<file path="src/hdl/serdes_ctrl_pkg.sv">
// Purpose: Constants and carriers for the serdes lock, power and test control block.
// Assumes: One 250 MHz core clock; all link and pin inputs sampled through two flops.
// Notes: Serializer and deserializer control share one module and one bit divider.
package serdes_ctrl_pkg;

  // Link framing
  localparam int FRAME_BITS = 12;
  localparam int DATA_BITS = 10;
  localparam logic [11:0] SYNC_FRAME = 12'hfc0;
  localparam int BIT_DIV_DEFAULT = 4;

  // Serializer timing, in transmit clock cycles
  localparam logic [9:0] INIT_TRANSMIT_CLOCK_CYCLES = 10'h1fe;
  localparam logic [2:0] SYNC_HOLD_TRANSMIT_CLOCK = 3'h5;

  // Core clock and derived timing
  localparam int CORE_MHZ = 250;
  localparam int LOCK_MAX_US = 18;
  localparam int LOCK_MAX_CYCLES = LOCK_MAX_US * CORE_MHZ;
  localparam int BIST_TIME_US = 28000;
  localparam int BIST_SYS_MHZ = 80;
  localparam int BIST_FRAMES = BIST_TIME_US * BIST_SYS_MHZ;
  localparam longint BER_DENOM = 64'd10000000;

  // Register offsets and control fields
  localparam logic [3:0] REG_CTRL = 4'h0;
  localparam logic [3:0] REG_STATUS = 4'h4;
  localparam logic [3:0] REG_ERRORS = 4'h8;
  localparam int CTRL_RUNBIST = 0;
  localparam int CTRL_EXTEST = 1;
  localparam int CTRL_EXT_LEVEL = 2;
  localparam logic CTRL_RESET = 1'b0;
  localparam logic [9:0] BIST_SEED = 10'h001;

  // Receiver lock states
  typedef enum logic [1:0] {
    RX_SEARCH = 2'b00,
    RX_LOCKED = 2'b01,
    RX_SUSPECT = 2'b10
  } rx_state_t;

  // Status word, low byte of the status register
  typedef struct packed {
    logic lock_slow;
    logic extest_sense;
    logic repetitive_multi_transition;
    logic suspect;
    logic locked;
    logic bist_busy;
    logic bist_complete;
    logic bist_pass;
  } status_t;

  // Register port request
  typedef struct packed {
    logic [3:0] addr;
    logic [31:0] wdata;
    logic wr;
    logic rd;
  } reg_req_t;

endpackage : serdes_ctrl_pkg

</file>
<file path="src/hdl/serdes_lock_power_test_ctrl.sv">
// Purpose: Serializer and deserializer control: framing, random lock, false lock,
//   sleep, output enables, EXTEST and at-speed BIST.
// Assumes: Pins are asynchronous and pass two flops; bit rate is core clock / BIT_DIV.
// Notes: Frames are sent back to back; transmit words not yet sent are overwritten.
module serdes_lock_power_test_ctrl
  import serdes_ctrl_pkg::*;
#(
  parameter int BIT_DIV = BIT_DIV_DEFAULT,
  parameter int WIN_FRAMES = 4,
  parameter int FALSE_LOCK_WINDOWS = 3,
  parameter int RMT_FRAMES = 4,
  parameter int LOCK_MAX = LOCK_MAX_CYCLES,
  parameter int BIST_LEN = BIST_FRAMES
) (
  // Clock and reset
  input wire logic core_clk_i,
  input wire logic rst_b_i,
  // Register port
  input wire reg_req_t reg_req_i,
  output logic [31:0] reg_rdata_o,
  // Serializer pins
  input wire logic transmit_clock_i,
  input wire logic transmit_edge_select_i,
  input wire logic [9:0] parallel_data_in_i,
  input wire logic sync_request_a_i,
  input wire logic sync_request_b_i,
  input wire logic tx_sleep_request_n_i,
  input wire logic driver_output_enable_i,
  output logic serial_p_o,
  output logic serial_n_o,
  output logic serial_oe_o,
  output logic repetitive_multi_transition_o,
  // Deserializer pins
  input wire logic serial_in_i,
  input wire logic rx_sleep_request_n_i,
  input wire logic receiver_output_enable_i,
  output logic [9:0] parallel_data_out_o,
  output logic recovered_clock_o,
  output logic rx_out_oe_o,
  output logic lock_n_o,
  output logic lock_n_oe_o
);

  // Reverse a ten bit word, so bit 0 goes first on the wire
  function automatic logic [9:0] rev10(input logic [9:0] v);
    logic [9:0] r;
    r = 10'h000;
    for (int i = 0; i < 10; i++) r[i] = v[9-i];
    return r;
  endfunction : rev10

  // One step of the BIST pattern generator
  function automatic logic [9:0] lfsr10(input logic [9:0] v);
    return {v[8:0], v[9] ^ v[6]};
  endfunction : lfsr10

  // Number of candidate clock positions
  function automatic logic [3:0] count_ones(input logic [11:0] v);
    logic [3:0] n;
    n = 4'h0;
    for (int i = 0; i < 12; i++) n = n + {3'h0, v[i]};
    return n;
  endfunction : count_ones

  // Position of the lowest set candidate
  function automatic logic [3:0] first_one(input logic [11:0] v);
    logic [3:0] idx;
    idx = 4'h0;
    for (int i = 11; i >= 0; i--) if (v[i]) idx = 4'(i);
    return idx;
  endfunction : first_one

  // Pin synchronisers
  logic [18:0] pin_meta; // First stage, read only by pin_sync
  logic [18:0] pin_sync; // Safe copy of all pins
  logic transmit_clock_s, edge_sel_s, sync_a_s, sync_b_s, tx_sleep_n_s, den_s;
  logic sin_s, rx_sleep_n_s, ren_s;
  logic [9:0] din_s;

  always_ff @(posedge core_clk_i) begin
    if (!rst_b_i) begin
      pin_meta <= '0;
      pin_sync <= '0;
    end else begin
      pin_meta <= {transmit_clock_i, transmit_edge_select_i, parallel_data_in_i,
                   sync_request_a_i, sync_request_b_i, tx_sleep_request_n_i,
                   driver_output_enable_i, serial_in_i, rx_sleep_request_n_i,
                   receiver_output_enable_i};
      pin_sync <= pin_meta;
    end
  end

  assign {transmit_clock_s, edge_sel_s, din_s, sync_a_s, sync_b_s, tx_sleep_n_s, den_s,
          sin_s, rx_sleep_n_s, ren_s} = pin_sync;

  // Bit rate divider shared by both directions
  logic [7:0] div_cnt;
  logic bit_en; // One pulse per serial bit

  assign bit_en = (div_cnt == 8'(BIT_DIV - 1));

  always_ff @(posedge core_clk_i) begin
    if (!rst_b_i || bit_en) begin
      div_cnt <= 8'h00;
    end else begin
      div_cnt <= div_cnt + 8'h01;
    end
  end

  // Transmit clock edge finder
  logic transmit_clock_d, transmit_clock_rise, transmit_clock_pick, tx_sleep, tx_ready, sync_mode;

  always_ff @(posedge core_clk_i) begin
    if (!rst_b_i) begin
      transmit_clock_d <= 1'b0;
    end else begin
      transmit_clock_d <= transmit_clock_s;
    end
  end

  assign transmit_clock_rise = transmit_clock_s & ~transmit_clock_d;
  // Edge select high takes rising edges, low takes falling ones
  assign transmit_clock_pick = edge_sel_s ? transmit_clock_rise : (transmit_clock_d & ~transmit_clock_s);
  assign tx_sleep = ~tx_sleep_n_s;

  // Initialization count after reset or sleep exit
  logic [9:0] init_cnt;

  always_ff @(posedge core_clk_i) begin
    if (!rst_b_i || tx_sleep) begin
      init_cnt <= 10'h000;
    end else if (transmit_clock_rise && !tx_ready) begin
      init_cnt <= init_cnt + 10'h001;
    end
  end

  assign tx_ready = (init_cnt == INIT_TRANSMIT_CLOCK_CYCLES);

  // Sync request must be held several transmit clocks before it takes over
  logic [2:0] sync_cnt;

  always_ff @(posedge core_clk_i) begin
    if (!rst_b_i || !(sync_a_s || sync_b_s)) begin
      sync_cnt <= 3'h0;
    end else if (transmit_clock_rise && !sync_mode) begin
      sync_cnt <= sync_cnt + 3'h1;
    end
  end

  assign sync_mode = (sync_cnt == SYNC_HOLD_TRANSMIT_CLOCK);

  // Input word latch and repeated-pattern watch
  logic [9:0] tx_word; // Latest accepted parallel word
  logic [7:0] rmt_cnt; // Repeats of a word with a low-high pair
  logic rmt_word;

  // Pairs end at bit 8; bit 9 sits next to the low stop bit
  assign rmt_word = |(~din_s[8:0] & din_s[9:1]);

  always_ff @(posedge core_clk_i) begin
    if (!rst_b_i) begin
      tx_word <= 10'h000;
      rmt_cnt <= 8'h00;
    end else if (transmit_clock_pick && !sync_mode) begin
      tx_word <= din_s;
      if (rmt_word && din_s == tx_word) begin
        if (rmt_cnt != 8'(RMT_FRAMES)) begin
          rmt_cnt <= rmt_cnt + 8'h01;
        end
      end else begin
        rmt_cnt <= 8'h00;
      end
    end
  end

  // Control register and test state
  logic extest, ext_level, bist_start;
  logic bist_busy, bist_done, bist_pass, have_prev;
  logic [31:0] bist_err, next_err, bist_cnt;
  logic [9:0] prev_rx, bist_tx;
  logic [1:0] bist_warm; // Captures that may still carry pre-test words

  assign bist_start = reg_req_i.wr && reg_req_i.addr == REG_CTRL
                      && reg_req_i.wdata[CTRL_RUNBIST];

  always_ff @(posedge core_clk_i) begin
    if (!rst_b_i) begin
      extest <= CTRL_RESET;
      ext_level <= CTRL_RESET;
    end else if (reg_req_i.wr && reg_req_i.addr == REG_CTRL) begin
      extest <= reg_req_i.wdata[CTRL_EXTEST];
      ext_level <= reg_req_i.wdata[CTRL_EXT_LEVEL];
    end
  end

  // Frame shifter; enable changes leave it running so the state survives
  logic [3:0] tx_idx;
  logic [11:0] tx_shift;

  always_ff @(posedge core_clk_i) begin
    if (!rst_b_i || tx_sleep) begin
      tx_idx <= 4'h0;
      tx_shift <= 12'h000;
    end else if (bit_en) begin
      tx_idx <= (tx_idx == 4'(FRAME_BITS - 1)) ? 4'h0 : tx_idx + 4'h1;
      if (tx_idx == 4'h0) begin
        // Start bit high, data from bit 0, stop bit low
        tx_shift <= sync_mode ? SYNC_FRAME :
                    {1'b1, rev10(bist_busy ? bist_tx : tx_word), 1'b0};
      end else begin
        tx_shift <= {tx_shift[10:0], 1'b0};
      end
    end
  end

  // BIST pattern source, one step per frame
  always_ff @(posedge core_clk_i) begin
    if (!rst_b_i || bist_start) begin
      bist_tx <= BIST_SEED;
    end else if (bist_busy && bit_en && tx_idx == 4'h0) begin
      bist_tx <= lfsr10(bist_tx);
    end
  end

  // Serial driver; a low enable floats both pins but keeps the shifter
  always_ff @(posedge core_clk_i) begin
    if (!rst_b_i) begin
      serial_p_o <= 1'b0;
      serial_n_o <= 1'b1;
      serial_oe_o <= 1'b0;
      repetitive_multi_transition_o <= 1'b0;
    end else begin
      serial_p_o <= extest ? ext_level : tx_shift[11];
      serial_n_o <= extest ? ~ext_level : ~tx_shift[11];
      serial_oe_o <= !tx_sleep && den_s && (tx_ready || extest);
      repetitive_multi_transition_o <= (rmt_cnt == 8'(RMT_FRAMES));
    end
  end

  // Receiver sampling and clock position search
  rx_state_t rx_state;
  logic rx_sleep, trans, win_end, at_clock, capture, suspect_hit;
  logic [11:0] rx_hist, cand, cand_now;
  logic [3:0] rx_ph, lock_ph, ncand, rel_ph;
  logic [7:0] win_cnt, multi_cnt;
  logic [15:0] slow_cnt;
  logic [9:0] cap_word;

  assign rx_sleep = ~rx_sleep_n_s & ~ren_s;
  // Stop bit low then start bit high marks a candidate clock position
  assign trans = ~rx_hist[0] & sin_s;
  assign cand_now = cand & ~((12'h001 << rx_ph) & {12{~trans}});
  assign ncand = count_ones(cand_now);
  assign win_end = bit_en && rx_ph == 4'(FRAME_BITS - 1)
                   && win_cnt == 8'(WIN_FRAMES - 1);
  assign at_clock = bit_en && rx_ph == lock_ph;
  assign capture = at_clock && trans && rx_state == RX_LOCKED;
  assign cap_word = rev10(rx_hist[10:1]);
  assign suspect_hit = win_end && ncand > 4'h1
                       && multi_cnt == 8'(FALSE_LOCK_WINDOWS - 1);

  // Bit history, phase and candidate mask; sleep stops them like the PLL
  always_ff @(posedge core_clk_i) begin
    if (!rst_b_i || rx_sleep) begin
      rx_hist <= 12'h000;
      rx_ph <= 4'h0;
      win_cnt <= 8'h00;
      cand <= 12'hfff;
    end else if (bit_en) begin
      rx_hist <= {rx_hist[10:0], sin_s};
      rx_ph <= (rx_ph == 4'(FRAME_BITS - 1)) ? 4'h0 : rx_ph + 4'h1;
      if (rx_ph == 4'(FRAME_BITS - 1)) begin
        win_cnt <= win_end ? 8'h00 : win_cnt + 8'h01;
      end
      cand <= win_end ? 12'hfff : cand_now;
    end
  end

  // Consecutive windows that show more than one clock position
  always_ff @(posedge core_clk_i) begin
    if (!rst_b_i || rx_sleep) begin
      multi_cnt <= 8'h00;
    end else if (win_end) begin
      if (ncand <= 4'h1) begin
        multi_cnt <= 8'h00;
      end else if (multi_cnt != 8'(FALSE_LOCK_WINDOWS - 1)) begin
        multi_cnt <= multi_cnt + 8'h01;
      end
    end
  end

  // Lock state machine
  always_ff @(posedge core_clk_i) begin
    if (!rst_b_i || rx_sleep) begin
      rx_state <= RX_SEARCH;
      lock_ph <= 4'h0;
    end else begin
      unique case (rx_state)
        RX_SEARCH: begin
          if (suspect_hit) begin
            rx_state <= RX_SUSPECT;
          end else if (win_end && ncand == 4'h1) begin
            rx_state <= RX_LOCKED;
            lock_ph <= first_one(cand_now);
          end
        end
        RX_LOCKED: begin
          // Suspect first: both drop the lock, but suspect must not be lost
          if (suspect_hit) begin
            rx_state <= RX_SUSPECT;
          end else if (at_clock && !trans) begin
            rx_state <= RX_SEARCH;
          end
        end
        RX_SUSPECT: begin
          // Held off until the pattern stops looking like several clocks
          if (win_end && ncand <= 4'h1) begin
            rx_state <= RX_SEARCH;
          end
        end
        default: begin
          rx_state <= RX_SEARCH;
        end
      endcase
    end
  end

  // Time spent searching; a level once the lock deadline passes
  always_ff @(posedge core_clk_i) begin
    if (!rst_b_i || rx_sleep || rx_state == RX_LOCKED) begin
      slow_cnt <= 16'h0000;
    end else if (slow_cnt != 16'(LOCK_MAX)) begin
      slow_cnt <= slow_cnt + 16'h0001;
    end
  end

  // Position inside the frame, counted from the start bit
  assign rel_ph = (rx_ph >= lock_ph) ? rx_ph - lock_ph
                                     : rx_ph + 4'(FRAME_BITS) - lock_ph;

  // Receiver outputs; the lock indicator follows the PLL even with data off
  always_ff @(posedge core_clk_i) begin
    if (!rst_b_i) begin
      parallel_data_out_o <= 10'h000;
      recovered_clock_o <= 1'b0;
      rx_out_oe_o <= 1'b0;
      lock_n_o <= 1'b1;
      lock_n_oe_o <= 1'b0;
    end else begin
      if (capture) begin
        parallel_data_out_o <= cap_word;
      end
      recovered_clock_o <= (rx_state == RX_LOCKED) && rel_ph < 4'h6;
      rx_out_oe_o <= !rx_sleep && ren_s && rx_state == RX_LOCKED;
      lock_n_o <= (rx_state != RX_LOCKED);
      lock_n_oe_o <= !rx_sleep;
    end
  end

  // BIST checker: each word must follow the last one through the generator
  assign next_err = (have_prev && cap_word != lfsr10(prev_rx)) ? bist_err + 32'h1 : bist_err;

  always_ff @(posedge core_clk_i) begin
    if (!rst_b_i) begin
      bist_busy <= 1'b0;
      bist_done <= 1'b0;
      bist_pass <= 1'b0;
      have_prev <= 1'b0;
      bist_err <= 32'h0;
      bist_cnt <= 32'h0;
      prev_rx <= 10'h000;
      bist_warm <= 2'h0;
    end else if (bist_start) begin
      bist_busy <= 1'b1;
      bist_done <= 1'b0;
      bist_pass <= 1'b0;
      have_prev <= 1'b0;
      bist_warm <= 2'h3;
      bist_err <= 32'h0;
      bist_cnt <= 32'h0;
    end else if (bist_busy && capture) begin
      // Up to two frames in flight at the start hold data, not test words
      if (bist_warm != 2'h0) begin
        bist_warm <= bist_warm - 2'h1;
      end
      have_prev <= have_prev || bist_warm == 2'h1;
      prev_rx <= cap_word;
      bist_err <= next_err;
      bist_cnt <= bist_cnt + 32'h1;
      if (bist_cnt == 32'(BIST_LEN - 1)) begin
        bist_busy <= 1'b0;
        bist_done <= 1'b1;
        // Errors over bits sent must stay under one in ten million
        bist_pass <= 64'(next_err) * BER_DENOM
                     < 64'(BIST_LEN) * 64'(DATA_BITS);
      end
    end
  end

  // Register read, data valid in the cycle after the strobe only
  status_t status_now;

  assign status_now = '{lock_slow: slow_cnt == 16'(LOCK_MAX), extest_sense: sin_s,
                        repetitive_multi_transition: repetitive_multi_transition_o,
                        suspect: rx_state == RX_SUSPECT,
                        locked: rx_state == RX_LOCKED, bist_busy: bist_busy,
                        bist_complete: bist_done, bist_pass: bist_pass};

  always_ff @(posedge core_clk_i) begin
    if (!rst_b_i || !reg_req_i.rd) begin
      reg_rdata_o <= 32'h0;
    end else begin
      unique case (reg_req_i.addr)
        REG_CTRL: reg_rdata_o <= {29'h0, ext_level, extest, bist_busy};
        REG_STATUS: reg_rdata_o <= {24'h0, status_now};
        REG_ERRORS: reg_rdata_o <= bist_err;
        default: reg_rdata_o <= 32'h0;
      endcase
    end
  end

  // Checks next to the logic they guard
  AST_TX_SLEEP_HIZ: assert property (@(posedge core_clk_i) disable iff (!rst_b_i)
    tx_sleep |=> !serial_oe_o) else $error("Serial driver on during sleep");

  AST_DEN_HIZ: assert property (@(posedge core_clk_i) disable iff (!rst_b_i)
    !den_s |=> !serial_oe_o) else $error("Serial driver on with enable low");

  AST_INIT_GATE: assert property (@(posedge core_clk_i) disable iff (!rst_b_i)
    (!tx_ready && !extest) |=> !serial_oe_o) else $error("Serial driver on before init");

  AST_RX_SLEEP_HIZ: assert property (@(posedge core_clk_i) disable iff (!rst_b_i)
    rx_sleep |=> (!lock_n_oe_o && !rx_out_oe_o)) else $error("Receiver driving in sleep");

  AST_LOCK_DRIVEN: assert property (@(posedge core_clk_i) disable iff (!rst_b_i)
    (!ren_s && rx_sleep_n_s) |=> (lock_n_oe_o && !rx_out_oe_o))
    else $error("Lock indicator floated or data driven with enable low");

  AST_SLEEP_RESTART: assert property (@(posedge core_clk_i) disable iff (!rst_b_i)
    rx_sleep |=> (rx_state == RX_SEARCH) ##1 lock_n_o)
    else $error("Receiver not restarting search after sleep");

  AST_SUSPECT_NO_LOCK: assert property (@(posedge core_clk_i) disable iff (!rst_b_i)
    (rx_state == RX_SUSPECT) |=> lock_n_o) else $error("Lock shown while suspect");

  AST_MULTI_TO_SUSPECT: assert property (@(posedge core_clk_i) disable iff (!rst_b_i)
    (suspect_hit && !rx_sleep) |=> (rx_state == RX_SUSPECT) ##1 lock_n_o)
    else $error("False lock threshold not acted on");

  AST_LOSS_HIZ: assert property (@(posedge core_clk_i) disable iff (!rst_b_i)
    (rx_state == RX_LOCKED && at_clock && !trans && !rx_sleep)
    |=> ##1 (lock_n_o && !rx_out_oe_o)) else $error("Lock loss not shown");

  AST_PASS_BER: assert property (@(posedge core_clk_i) disable iff (!rst_b_i)
    bist_pass |-> (bist_done && 64'(bist_err) * BER_DENOM < 64'(BIST_LEN) * 64'(DATA_BITS)))
    else $error("BIST pass with too many errors");

endmodule : serdes_lock_power_test_ctrl
</file>
<file path="config.mk">
export PLATFORM = sky130hd
export DESIGN_NAME = serdes_lock_power_test_ctrl
export DESIGN_NICKNAME = d
export VERILOG_FILES = /design/src/hdl/serdes_ctrl_pkg.sv /design/src/hdl/serdes_lock_power_test_ctrl.sv
export SDC_FILE = /design/constraint.sdc
export NUM_CORES = 1
export LEC_CHECK = 0
export ABC_AREA = 1
export BUFFER_PORTS_ARGS = -buffer_cell sky130_fd_sc_hd__buf_2
export CAP_MARGIN = 40
export CELL_PAD_IN_SITES_DETAIL_PLACEMENT = 0
export CELL_PAD_IN_SITES_GLOBAL_PLACEMENT = 1
export CORE_MARGIN = 4
export CORE_UTILIZATION = 30
export CTS_CLUSTER_DIAMETER = 30
export CTS_CLUSTER_SIZE = 12
export DETAILED_ROUTE_END_ITERATION = 10
export GPL_ROUTABILITY_DRIVEN = 0
export GPL_TIMING_DRIVEN = 0
export PLACE_DENSITY_LB_ADDON = 0.25
export SLEW_MARGIN = 25
export SYNTH_ARGS = -nofsm -noshare
export SYNTH_HDL_FRONTEND = slang
export SYNTH_SLANG_ARGS = --single-unit
export TNS_END_PERCENT = 1
</file>
<file path="constraint.sdc">
create_clock -name core_clk_i -period 12 [get_ports core_clk_i]
set_input_delay 0.6 -clock core_clk_i [delete_from_list [all_inputs] [get_ports core_clk_i]]
set_output_delay 0.6 -clock core_clk_i [all_outputs]
set_load 0.01 [all_outputs]
</file>
Word level (Yosys, flattened, before mapping)
Index checks and enable logic that the tools add are counted.

Register bits: 301. Input bits: 59.

Muxes and demuxes: 41. Bitwise logic cells: 23. Magnitude comparators: 5. Reduce and logical (&&, ||, !) cells: 61. Equality and inequality tests: 27. $mul: 1. Shift operators: 1. Add/subtract/negate cells: 26.

Operators with widths (number): $pmux 32 s3 (1); $add 32x1->32 const B (2); $mux 4 (15); $lt 56x25->1 const B (1); $mul 32x17->49 const B (1); $mux 8 (5); $add 4x1->4 (8); $add 8x1->8 const B (4); $eq 32x22->1 const B (1); $mux 32 (1); $logic_and 1x1->1 (25); $and 12x12->12 (2); $eq 8x2->1 const B (3); $mux 12 (2); $add 16x1->16 const B (1); $eq 16x13->1 const B (1); $mux 2 (8); $ne 16x13->1 const B (1); $reduce_and 2->1 (7); $eq 4x4->1 const B (3); $not 1->1 (12); $not 12->12 (1); $shl 1x4->12 const A (1); $mux 11 (1); other kinds (43) (78).

Logic depth before layout (Yosys ltp)
Gate-level depths: netlist (run 1).

Depth in word-level cells: 22. Mapped depth: 41. Gate-level depth less buffers: 41.

Least setup slack after synthesis (run 1)
OpenSTA, ideal clock, no wires.

Path type: reg-to-reg. Start: register bist_err[4]. End: register bist_pass. Setup time: 0.068 ns. Data required time: 11.932 ns. Stages on the path, launching flop included: 32. Period minus slack after synthesis: 6.168 ns. Arrival: 6.100 ns. Setup slack: 5.832 ns. Cells stage by stage: dfxtp_1 buf_2 nand2_2 nor2_1 nand2_1 nor4_2 inv_1 nor4_2 xor2_1 ha_1 ha_1 fa_1 fa_1 fa_1 inv_1 fa_1 inv_1 ha_1 nand2_1 nor2_1 inv_1 nor2_1 inv_1 nor3_1 nand2_1 nand3_1 nand3_1 nor3_1 nand2_1 nor2_1 nand2_1 a21oi_2.

Cells in the longest elaborated chain, start to end: 4.

Ends and longest elaborated chain: from (decl) (line serdes_lock_power_test_ctrl.sv:179) `logic [31:0] bist_err, next_err, bist_cnt;`; from (signal assigned) (line serdes_lock_power_test_ctrl.sv:388) `bist_err <= next_err;`; $add 32x1->32 (line serdes_lock_power_test_ctrl.sv:361) `assign next_err = (have_prev && cap_word != lfsr10(prev_rx)) ? bist_err + 32'h1 : bist_err;`; $mux 32 (line serdes_lock_power_test_ctrl.sv:361); net next_err[18] (line serdes_lock_power_test_ctrl.sv:179); $mul 32x17->49 (line serdes_lock_power_test_ctrl.sv:394) `bist_pass <= 64'(next_err) * BER_DENOM`; $lt 56x25->1 (line serdes_lock_power_test_ctrl.sv:395) `< 64'(BIST_LEN) * 64'(DATA_BITS);`; to (signal assigned) (line serdes_lock_power_test_ctrl.sv:394); to (decl) (line serdes_lock_power_test_ctrl.sv:178) `logic bist_busy, bist_done, bist_pass, have_prev;`.

The timed path passes the listed nets, and every way through them passes these cells. A chain may end at the register's enable or synchronous reset.

Final worst setup path (run 1)
Start: register rx_hist[6]. End: register bist_pass.

Cells in the longest elaborated chain, start to end: 5.

Ends and longest elaborated chain: from (decl) (line serdes_lock_power_test_ctrl.sv:243) `logic [11:0] rx_hist, cand, cand_now;`; from (signal assigned) (line serdes_lock_power_test_ctrl.sv:270) `rx_hist <= {rx_hist[10:0], sin_s};`; $ne 10x10->1 (line serdes_lock_power_test_ctrl.sv:361); $logic_and 1x1->1 (line serdes_lock_power_test_ctrl.sv:361); $mux 32 (line serdes_lock_power_test_ctrl.sv:361); net next_err[22] (line serdes_lock_power_test_ctrl.sv:179); $mul 32x17->49 (line serdes_lock_power_test_ctrl.sv:394); $lt 56x25->1 (line serdes_lock_power_test_ctrl.sv:395).

The timed path passes the listed nets, and every way through them passes these cells.

==> results of run 1 <==
routing by layer:
metal  wire length (um)  share of wire
met1              35900           0.49
met4               1320          0.018
met2              33100           0.45
met5                  0              0
met3               2490          0.034
where the power goes:
group	switching, mW	internal [mW]
clock network	0.664	1.49
logic	0.0537	0.0220
registers	0.00680	1.01
per-stage QoR:
| stage | instance area [um2] | setup slack (ns) | util | total power, mW | hold WS (ns) |
|---|---|---|---|---|---|
| after global routing | 29500 | 3.23 | 0.359 | 3.36 | 0.148 |
| final | 29500 | 3.83 | 0.359 | 3.25 | 0.163 |
| after global placement | 26600 | 3.79 | 0.324 | 1.11 | 0.393 |
| after detailed placement | 26700 | 3.81 | 0.325 | 1.11 | 0.401 |
| after CTS | 29500 | 3.68 | 0.359 | 3.30 | 0.130 |
| after floorplan | 24900 | 5.83 | - | 1.08 | 0.390 |
cell usage in the layout, fill, tap and decap left out, types with 19 or more instances in the layout:
cell type	count
inv_1	802
a21oi_1	200
clkbuf_1	62
buf_2	86
xnor2_1	19
clkbuf_16	80
nor3_1	79
o21ai_0	172
nand4_1	52
nand2_1	684
ha_1	281
fa_1	174
dfxtp_1	300
nor2_1	269
nor4_1	20
xor2_1	60
nand3_1	109
cells by family after synthesis:
logic type / after synthesis
xor+xnor: 79
simple gates: 1291
compound gates: 427
flops: 300
fa+ha+maj: 455
buf+inv: 871
layout make-up:
| class | count | area [um2] |
|---|---|---|
| fillers | 8935 | 52600 |
| multi-input cells | 2252 | 15600 |
| flip-flops and latches | 300 | 6010 |
| inverters | 812 | 3050 |
| clock buffers | 101 | 2170 |
| well taps | 1070 | 1340 |
| clock inverters | 41 | 604 |
| repair buffers | 87 | 457 |
| plain buffers | 59 | 244 |
| diodes | 1 | 2.50 |
worst paths after layout:
check	from	to	slack, ns	cells after the start
max	rx_hist[6]	bist_pass	3.83	36
min reg2reg	pin_meta[14]	pin_sync[14]	0.41	2
min	serial_in_i	pin_meta[2]	0.16	3
max reg2reg	rx_hist[6]	bist_pass	3.83	36
cell usage after synthesis (3+ instances only):
| cell type | count |
|---|---|
| nand4_1 | 52 |
| buf_2 | 6 |
| xor2_1 | 60 |
| nor2_4 | 4 |
| a211oi_1 | 12 |
| inv_2 | 8 |
| nand2_2 | 9 |
| nand3_1 | 109 |
| a31oi_1 | 5 |
| xnor2_1 | 19 |
| o22ai_1 | 7 |
| dfxtp_1 | 300 |
| nor3_2 | 6 |
| clkbuf_1 | 50 |
| fa_1 | 174 |
| o21bai_1 | 9 |
| a21o_1 | 3 |
| ha_1 | 281 |
| nand3b_1 | 7 |
| nand3_2 | 5 |
| and2_1 | 3 |
| nor2_2 | 9 |
| inv_1 | 802 |
| a21oi_1 | 200 |
| nor2_1 | 269 |
| nor3_1 | 79 |
| or2_2 | 12 |
| nand2_1 | 684 |
| nor4_1 | 21 |
| o21ai_0 | 173 |
| o21ai_1 | 6 |
| nor3b_1 | 7 |
registers in the layout (all words and copies together) (netlist names), 4 cells and up:
register,flops
rx_ph,4
pin_meta,19
multi_cnt,8
rx_hist,11
parallel_data_out_o,10
tx_idx,4
bist_cnt,32
rmt_cnt,8
tx_shift,11
bist_err,32
bist_tx,10
cand,12
prev_rx,10
win_cnt,8
init_cnt,10
tx_word,10
lock_ph,4
reg_rdata_o,32
pin_sync,19
slow_cnt,16
div_cnt,8
worst min-delay path, delay by kind of cell:
| family | cells | cell delay (ns) |
|---|---|---|
| buffers and inverters | 2 | 0.11 |
| AND/OR/NAND/NOR | 1 | 0.04 |
==> flow_metrics.env, run 1 <==
export IMPL_status="finished clean"
export IMPL_fin_nets=4105
export IMPL_area_growth_pct=18.4
export IMPL_vias=21300
export IMPL_fin_setup_tns_ns=0
export IMPL_worst_path_max_delay_cell="fa_1"
export IMPL_layout_drive_gt1_share=0.0808
export IMPL_clock_root_buffer="clkbuf_16"
export IMPL_setup_viol=0
export IMPL_holdCritPathClass="input port to register"
export IMPL_clk_pin_slew_ns=0.05
export IMPL_synthSimpleGateAreaFrac=0.227
export IMPL_ys_warn_count=0
export IMPL_core_um2=82100
export IMPL_critPathArrivalTime_ns=8.66
export IMPL_grt_pass1_vias=20800
export IMPL_met3_usage=0.0244
export IMPL_ys_flop_type="dfxtp_1"
export IMPL_overflow=0
export IMPL_cts_hold_buf=0
export IMPL_grt_busiest_layer="met2"
export IMPL_grtUsageMet1=0.233
export IMPL_slew_violations=0
export IMPL_crit_top_cell="inv_1"
export IMPL_firstDrtPassIters=6
export IMPL_synth_area_um2=24900
export IMPL_powerDensity_nw_per_um2=110
export IMPL_grt_max_degree=14
export IMPL_viasPerCell=4.50
export IMPL_async_flop_share=0
export IMPL_met2_usage=0.270
export IMPL_crit_family="adder cells"
export IMPL_postCtsSetupBuffers=0
export IMPL_rows=105
export IMPL_fin_crit_ns=8.17
export IMPL_critPathMaxStageDelay_ns=0.59
export IMPL_synth_xor_area_frac=0.0278
export IMPL_routed_wl_mm=72.8
export IMPL_htree_num_levels=3
export IMPL_p_leak_nw=15.0
export IMPL_yosysSeqAreaShare=0.241
export IMPL_rsz0062_at_grt="no"
export IMPL_startpoint_type="register"
export IMPL_yosys_area_top_type="dfxtp_1"
export IMPL_synth_cell_types=59
export IMPL_path_buf_inv=10
export IMPL_ant_nets=0
export IMPL_synth_top_family_by_area="adder cells"
export IMPL_crit_required_ns=12.49
export IMPL_antenna_found_initial=1
export IMPL_timing_fmax_mhz=122
export IMPL_synth_compound_area_frac=0.0909
export IMPL_hold_viol=0
export IMPL_fin_skew_ns=0.0541
export IMPL_dp_cells=4579
export IMPL_drc=0
export IMPL_crit_type="register to register"
export IMPL_synth_edf_count=0
export IMPL_relSlewSlack=0.434
export IMPL_yosys_top_cells_area="dfxtp_1 (24%), ha_1 (14%), fa_1 (14%), inv_1 (12%), nand2_1 (10%)"
export IMPL_ios=109
export IMPL_dieArea_um2=87700
export IMPL_port_buffers=79
export IMPL_vdd_drop_max_mv=0.105
export IMPL_die_h_um=296
export IMPL_period_share=0.681
export IMPL_netlist_area_leader_share=0.241
export IMPL_syn_nets=3937
export IMPL_crit_path_end_kind="register"
export IMPL_synthMuxAreaShare=0
export IMPL_syn_avg_cell_area_um2=7.27
export IMPL_cts_resized=0
export IMPL_drt_iter0_markers=1115
export IMPL_synthAdderAreaFrac=0.281
export IMPL_max_cap_violations=0
export IMPL_grt_first_pass_wirelength_mm=115
export IMPL_cts_sink_count=300
export IMPL_start_util=0.303
export IMPL_cts_tree="built"
export IMPL_instances_no_fill=4723
export IMPL_netlist_instances=3423
export IMPL_fp_dieW_um=296
export IMPL_drt_wirelength_per_cell_um=15.4
export IMPL_grt_util_all_layers=0.166
export IMPL_cts_buffer_depth=3
export IMPL_clk_latency_ns=0.62
export IMPL_cts_buffers=79
export IMPL_tightest_slew_ns=0.844
export IMPL_ys_ff_latch=300
export IMPL_dp_hpwl_mm=60.3
export IMPL_crit_fanout=10
Note: power is estimated with default switching activity, not from simulation.
==> run 2, diff against run 1 <==
Clock period 12 ns to 7.8 ns, I/O delays scaled along.
==> flow_metrics.env, run 2 (synthesis gave the netlist of run 1 again) <==
export IMPL_fin_skew_ns=0.0543
export IMPL_dr_wl_met2_mm=33.4
export IMPL_cts_buffers=79
export IMPL_firstDrtPassIters=5
export IMPL_vdd_drop_max_mv=0.161
export IMPL_viasPerCell=4.51
export IMPL_tightest_slew_ns=0.831
export IMPL_wl_met1_mm=35.8
export IMPL_timing_fmax_mhz=135
export IMPL_layout_common_cells="inv_1 (789), nand2_1 (678), dfxtp_1 (294)"
export IMPL_htree_num_levels=3
export IMPL_port_buffers=79
export IMPL_antenna_found_initial=1
export IMPL_fin_setup_tns_ns=0
export IMPL_worstHoldEndpoint="ext_level"
export IMPL_ant_nets=0
export IMPL_crit_type="register to register"
export IMPL_critPathArrivalTime_ns=7.89
export IMPL_crit_required_ns=8.29
export IMPL_layout_drive_gt1_share=0.105
export IMPL_setup_viol=0
export IMPL_slew_violations=0
export IMPL_min_path_cells=3
export IMPL_r2r_start="bist_err[4]"
export IMPL_overflow=0
export IMPL_reg2reg_to="bist_pass"
export IMPL_ff2ff_setup_slack_ns=0.40
export IMPL_fp_dieW_um=296
export IMPL_routed_wl_mm=73.2
export IMPL_seq_area_um2=6010
export IMPL_drt_wirelength_per_cell_um=15.4
export IMPL_placed_area_um2=26700
export IMPL_crit_fanout=7
export IMPL_vias=21400
export IMPL_powerDensity_nw_per_um2=166
export IMPL_grt_pass1_vias=20900
export IMPL_start_util=0.303
export IMPL_fin_nets=4133
export IMPL_fin_util=0.367
export IMPL_total_power_mw=5.01
export IMPL_relSlewSlack=0.444
export IMPL_cts_tree="built"
export IMPL_final_setup_worst_slack_ns=0.396
export IMPL_grt_util_all_layers=0.167
export IMPL_multi_input_area_um2=16000
export IMPL_crit_path_end_kind="register"
export IMPL_hold_viol=0
export IMPL_topRoutingLayerUsed="met4"
export IMPL_final_common_cell="inv_1"
export IMPL_worstHoldStart="reg_req_i[4]"
export IMPL_fin_area_um2=30100
export IMPL_status="finished clean"
export IMPL_dp_hpwl_mm=60.3
export IMPL_clk_latency_ns=0.62
export IMPL_clk_pin_slew_ns=0.05
export IMPL_p_leak_nw=15.1
export IMPL_reg2regPathDepth=32
export IMPL_crit_top_cell="nand2_1"
export IMPL_fillers=8882
export IMPL_drt_iter0_markers=1075
export IMPL_holdCritPathClass="input port to register"
export IMPL_die_h_um=296
export IMPL_max_cap_violations=0
export IMPL_critPathMaxStageDelay_ns=0.55
export IMPL_ios=109
export IMPL_rows=105
export IMPL_period_share=0.949
export IMPL_pre_cts_ws_ns=-0.387
export IMPL_reg_largest_list="bist_cnt (32), bist_err (32), reg_rdata_o (32)"
export IMPL_grt_first_pass_wirelength_mm=115
export IMPL_wl_met3_mm=2.60
export IMPL_core_um2=82100
export IMPL_fin_crit_ns=7.40
export IMPL_worst_path_max_delay_cell="fa_1"
export IMPL_cts_buffer_depth=3
export IMPL_area_growth_pct=20.9
export IMPL_cts_sink_count=300
export IMPL_startpoint_type="register"
export IMPL_grt_max_degree=14
export IMPL_drc=0
export IMPL_clock_root_buffer="clkbuf_16"
export IMPL_dieArea_um2=87700
==> run 2: stage by stage <==
| stage | hold WS (ns) | instances |
|---|---|---|
| floorplan | 0.390 | 3423 |
| CTS | 0.0347 | 4742 |
| detailed placement | 0.401 | 4579 |
| global route | 0.0928 | 4750 |
| finish | 0.0698 | 4751 |
| global placement | 0.393 | 4572 |
==> run 2: how the worst max path moves through the flow <==
stage	from	end	slack [ns]	cells past startpoint
6_report	bist_err[4]	bist_pass	0.40	32
5_1_grt	rx_hist[6]	bist_pass	-0.03	34
4_1_cts	rx_hist[6]	bist_pass	0.0002	34
3_5_place_dp	rx_hist[6]	bist_pass	-0.39	36
3_3_place_gp	rx_hist[6]	bist_pass	-0.41	36
2_1_floorplan	bist_err[4]	bist_pass	1.63	31
==> run 2: cell type report <==
type / count / area share
antenna: 1 / 0.0000831
buffer: 59 / 0.00823
clock buffer: 101 / 0.0721
clock inverter: 41 / 0.0201
inverter: 812 / 0.102
multi-input combinational: 2252 / 0.530
sequential: 300 / 0.200
tap: 1070 / 0.0445
timing repair buffer: 115 / 0.0237
==> run 2: layer usage <==
layer | vias up | track usage
met5 | - | 0
met4 | 0 | 0.0396
met3 | 76 | 0.0245
met2 | 315 | 0.271
met1 | 9974 | 0.234
li1 | 11000 | -
==> run 2: report_power, final <==
part / switching [mW] / total [mW] / internal, mW
combinational: 0.0836 / 0.124 / 0.0401
sequential: 0.0105 / 1.57 / 1.56
clock: 1.02 / 3.32 / 2.30
==> run 2: timing repair <==
action	in CTS	in global routing
hold buffers	19	0
endpoints found under the hold margin	19	0
gates resized for setup	31	82
endpoints found under the setup margin	1	1
buffers inserted	2	7
pin swaps	4	11
==> run 2: worst max-delay path, delay by kind of cell, from the launching register on <==
kind,cells,cell delay (ns)
AOI/OAI and AO/OA,1,0.13
xor gates and xnor gates,1,0.27
adders and majority gates,7,3.15
buffers and inverters,6,0.81
DFF,1,0.29
and+or+nand+nor,17,2.60
==> run 3, diff against run 2 <==
Settings changed: PLACE_DENSITY_LB_ADDON 0.25 to 0.15.
Clock period 7.8 ns to 9.45 ns, I/O delays scaled along.
==> flow_metrics.env, run 3 (synthesis gave the netlist of run 1 again) <==
export IMPL_status="finished clean"
export IMPL_path_buf_inv=8
export IMPL_clk_pin_slew_ns=0.05
export IMPL_pwr_share_comb=0.023
export IMPL_rsz0062_at_grt="no"
export IMPL_worst_path_max_delay_cell="fa_1"
export IMPL_core_um2=82100
export IMPL_r2r_start="rx_hist[6]"
export IMPL_p_switching_uw=969
export IMPL_crit_fanout=10
export IMPL_worstHoldEndpoint="pin_meta[16]"
export IMPL_grt_util_all_layers=0.173
export IMPL_hold_viol=0
export IMPL_routed_wl_mm=75.0
export IMPL_instances_no_fill=4736
export IMPL_start_util=0.303
export IMPL_period_share=0.860
export IMPL_drc=0
export IMPL_crit_required_ns=9.97
export IMPL_cts_tree="built"
export IMPL_hold_worst_slack_ns=0.0444
export IMPL_final_common_cell="inv_1"
export IMPL_grt_first_pass_wirelength_mm=119
export IMPL_viasPerCell=4.44
export IMPL_vdd_drop_max_mv=0.114
export IMPL_area_growth_pct=19.1
export IMPL_tightest_slew_ns=0.898
export IMPL_cts_resized=0
export IMPL_fin_skew_ns=0.0349
export IMPL_crit_family="adder cells"
export IMPL_crit_path_end_kind="register"
export IMPL_total_power_mw=4.25
export IMPL_fin_area_um2=29700
export IMPL_clk_latency_ns=0.62
export IMPL_ios=109
export IMPL_postCtsSetupBuffers=0
export IMPL_layout_common_cells="inv_1 (802), nand2_1 (684), dfxtp_1 (300)"
export IMPL_ff2ff_setup_slack_ns=1.32
export IMPL_vias=21000
export IMPL_placed_area_um2=26700
export IMPL_grt_max_degree=14
export IMPL_timing_fmax_mhz=123
export IMPL_htree_num_levels=3
export IMPL_clock_root_buffer="clkbuf_16"
export IMPL_dieArea_um2=87700
export IMPL_setup_viol=0
export IMPL_startpoint_type="register"
export IMPL_ant_nets=0
export IMPL_min_path_cells=3
export IMPL_fp_dieW_um=296
export IMPL_diodes=0
export IMPL_port_buffers=79
export IMPL_critPathArrivalTime_ns=8.65
export IMPL_cts_buffer_depth=3
export IMPL_grt_pass1_vias=21200
export IMPL_dp_cells=4585
export IMPL_crit_type="register to register"
export IMPL_reg2regPathDepth=34
export IMPL_clkPwrFrac=0.673
export IMPL_antenna_found_initial=0
export IMPL_rows=105
export IMPL_max_cap_violations=0
export IMPL_seqPwrFrac=0.304
export IMPL_slew_violations=0
export IMPL_powerDensity_nw_per_um2=143
export IMPL_layout_drive_gt1_share=0.0854
export IMPL_relSlewSlack=0.399
export IMPL_cts_hold_buf=1
export IMPL_overflow=0
export IMPL_fin_crit_ns=8.13
export IMPL_drt_wirelength_per_cell_um=15.8
export IMPL_p_int_mw=3.28
export IMPL_cts_sink_count=300
export IMPL_fin_nets=4115
export IMPL_reg2reg_to="bist_pass"
export IMPL_drt_iter0_markers=1041
export IMPL_cts_buffers=83
export IMPL_dp_hpwl_mm=63.0
export IMPL_holdCritPathClass="input port to register"
export IMPL_die_h_um=296
export IMPL_p_leak_nw=15.1
export IMPL_fin_setup_tns_ns=0
export IMPL_worstHoldStart="parallel_data_in_i[9]"
export IMPL_crit_top_cell="nand2_1"
export IMPL_reg_largest_list="bist_cnt (32), bist_err (32), reg_rdata_o (32)"
export IMPL_critPathMaxStageDelay_ns=0.57
export IMPL_power_share_switching=0.228
export IMPL_firstDrtPassIters=5
run 3: cell types whose count changed in the layout (fill, tap and decap cells not counted), sizes merged, moves of 2 or more:
cell         previous run  this run
buf                   106       101
clkbuf                150       153
inv                   812       818
clkinv                 25        27
dlygate4sd3            19         1
run 3: metrics by stage:
stage,util,worst slack [ns]
detailed placement,0.326,1.18
global route,0.361,0.727
CTS,0.361,1.11
finish,0.361,1.32
floorplan,-,3.28
global placement,0.324,0.992
run 3: worst reg2reg max path, delay by kind of cell (launching register included):
kind / cells / cell delay [ns]
buffers and inverters: 8 / 1.12
flip-flops: 1 / 0.36
AND/OR/NAND/NOR: 17 / 2.70
AO/OA/AOI/OAI: 2 / 0.58
adder cells (fa/ha/maj): 7 / 3.28
run 3: power groups by stage:
stage	Sequential [mW]	Clock (mW)	Combinational, mW
2_1_floorplan	1.31	0	0.0607
3_3_place_gp	1.31	0	0.0994
3_5_place_dp	1.31	0	0.101
6_report	1.29	2.86	0.0985
5_1_grt	1.29	2.99	0.112
4_1_cts	1.29	2.92	0.101
run 3: layer usage:
layer,GRT usage,vias to the layer above,part of all wire,routed length (um)
met3,0.0248,66,0.028,2130
met4,0.0340,0,0.014,1090
met5,0,-,0,0
met2,0.296,248,0.48,36100
met1,0.234,9708,0.48,35600
li1,-,11000,-,-
run 3: area by class of cell:
cell class | count | area [um2]
buffer | 59 | 244
clock buffer | 103 | 2280
clock inverter | 47 | 626
fill | 8867 | 52400
inverter | 812 | 3050
multi-input combinational | 2252 | 15600
sequential | 300 | 6010
tap | 1070 | 1340
timing repair buffer | 93 | 505
run 3: worst max path at each step:
stage / start / end / slack (ns) / cells past startpoint
2_1_floorplan: bist_err[4] / bist_pass / 3.28 / 31
3_3_place_gp: rx_hist[6] / bist_pass / 0.99 / 35
3_5_place_dp: rx_hist[6] / bist_pass / 1.18 / 34
4_1_cts: rx_hist[6] / bist_pass / 1.11 / 34
5_1_grt: rx_hist[6] / bist_pass / 0.73 / 34
6_report: rx_hist[6] / bist_pass / 1.32 / 34
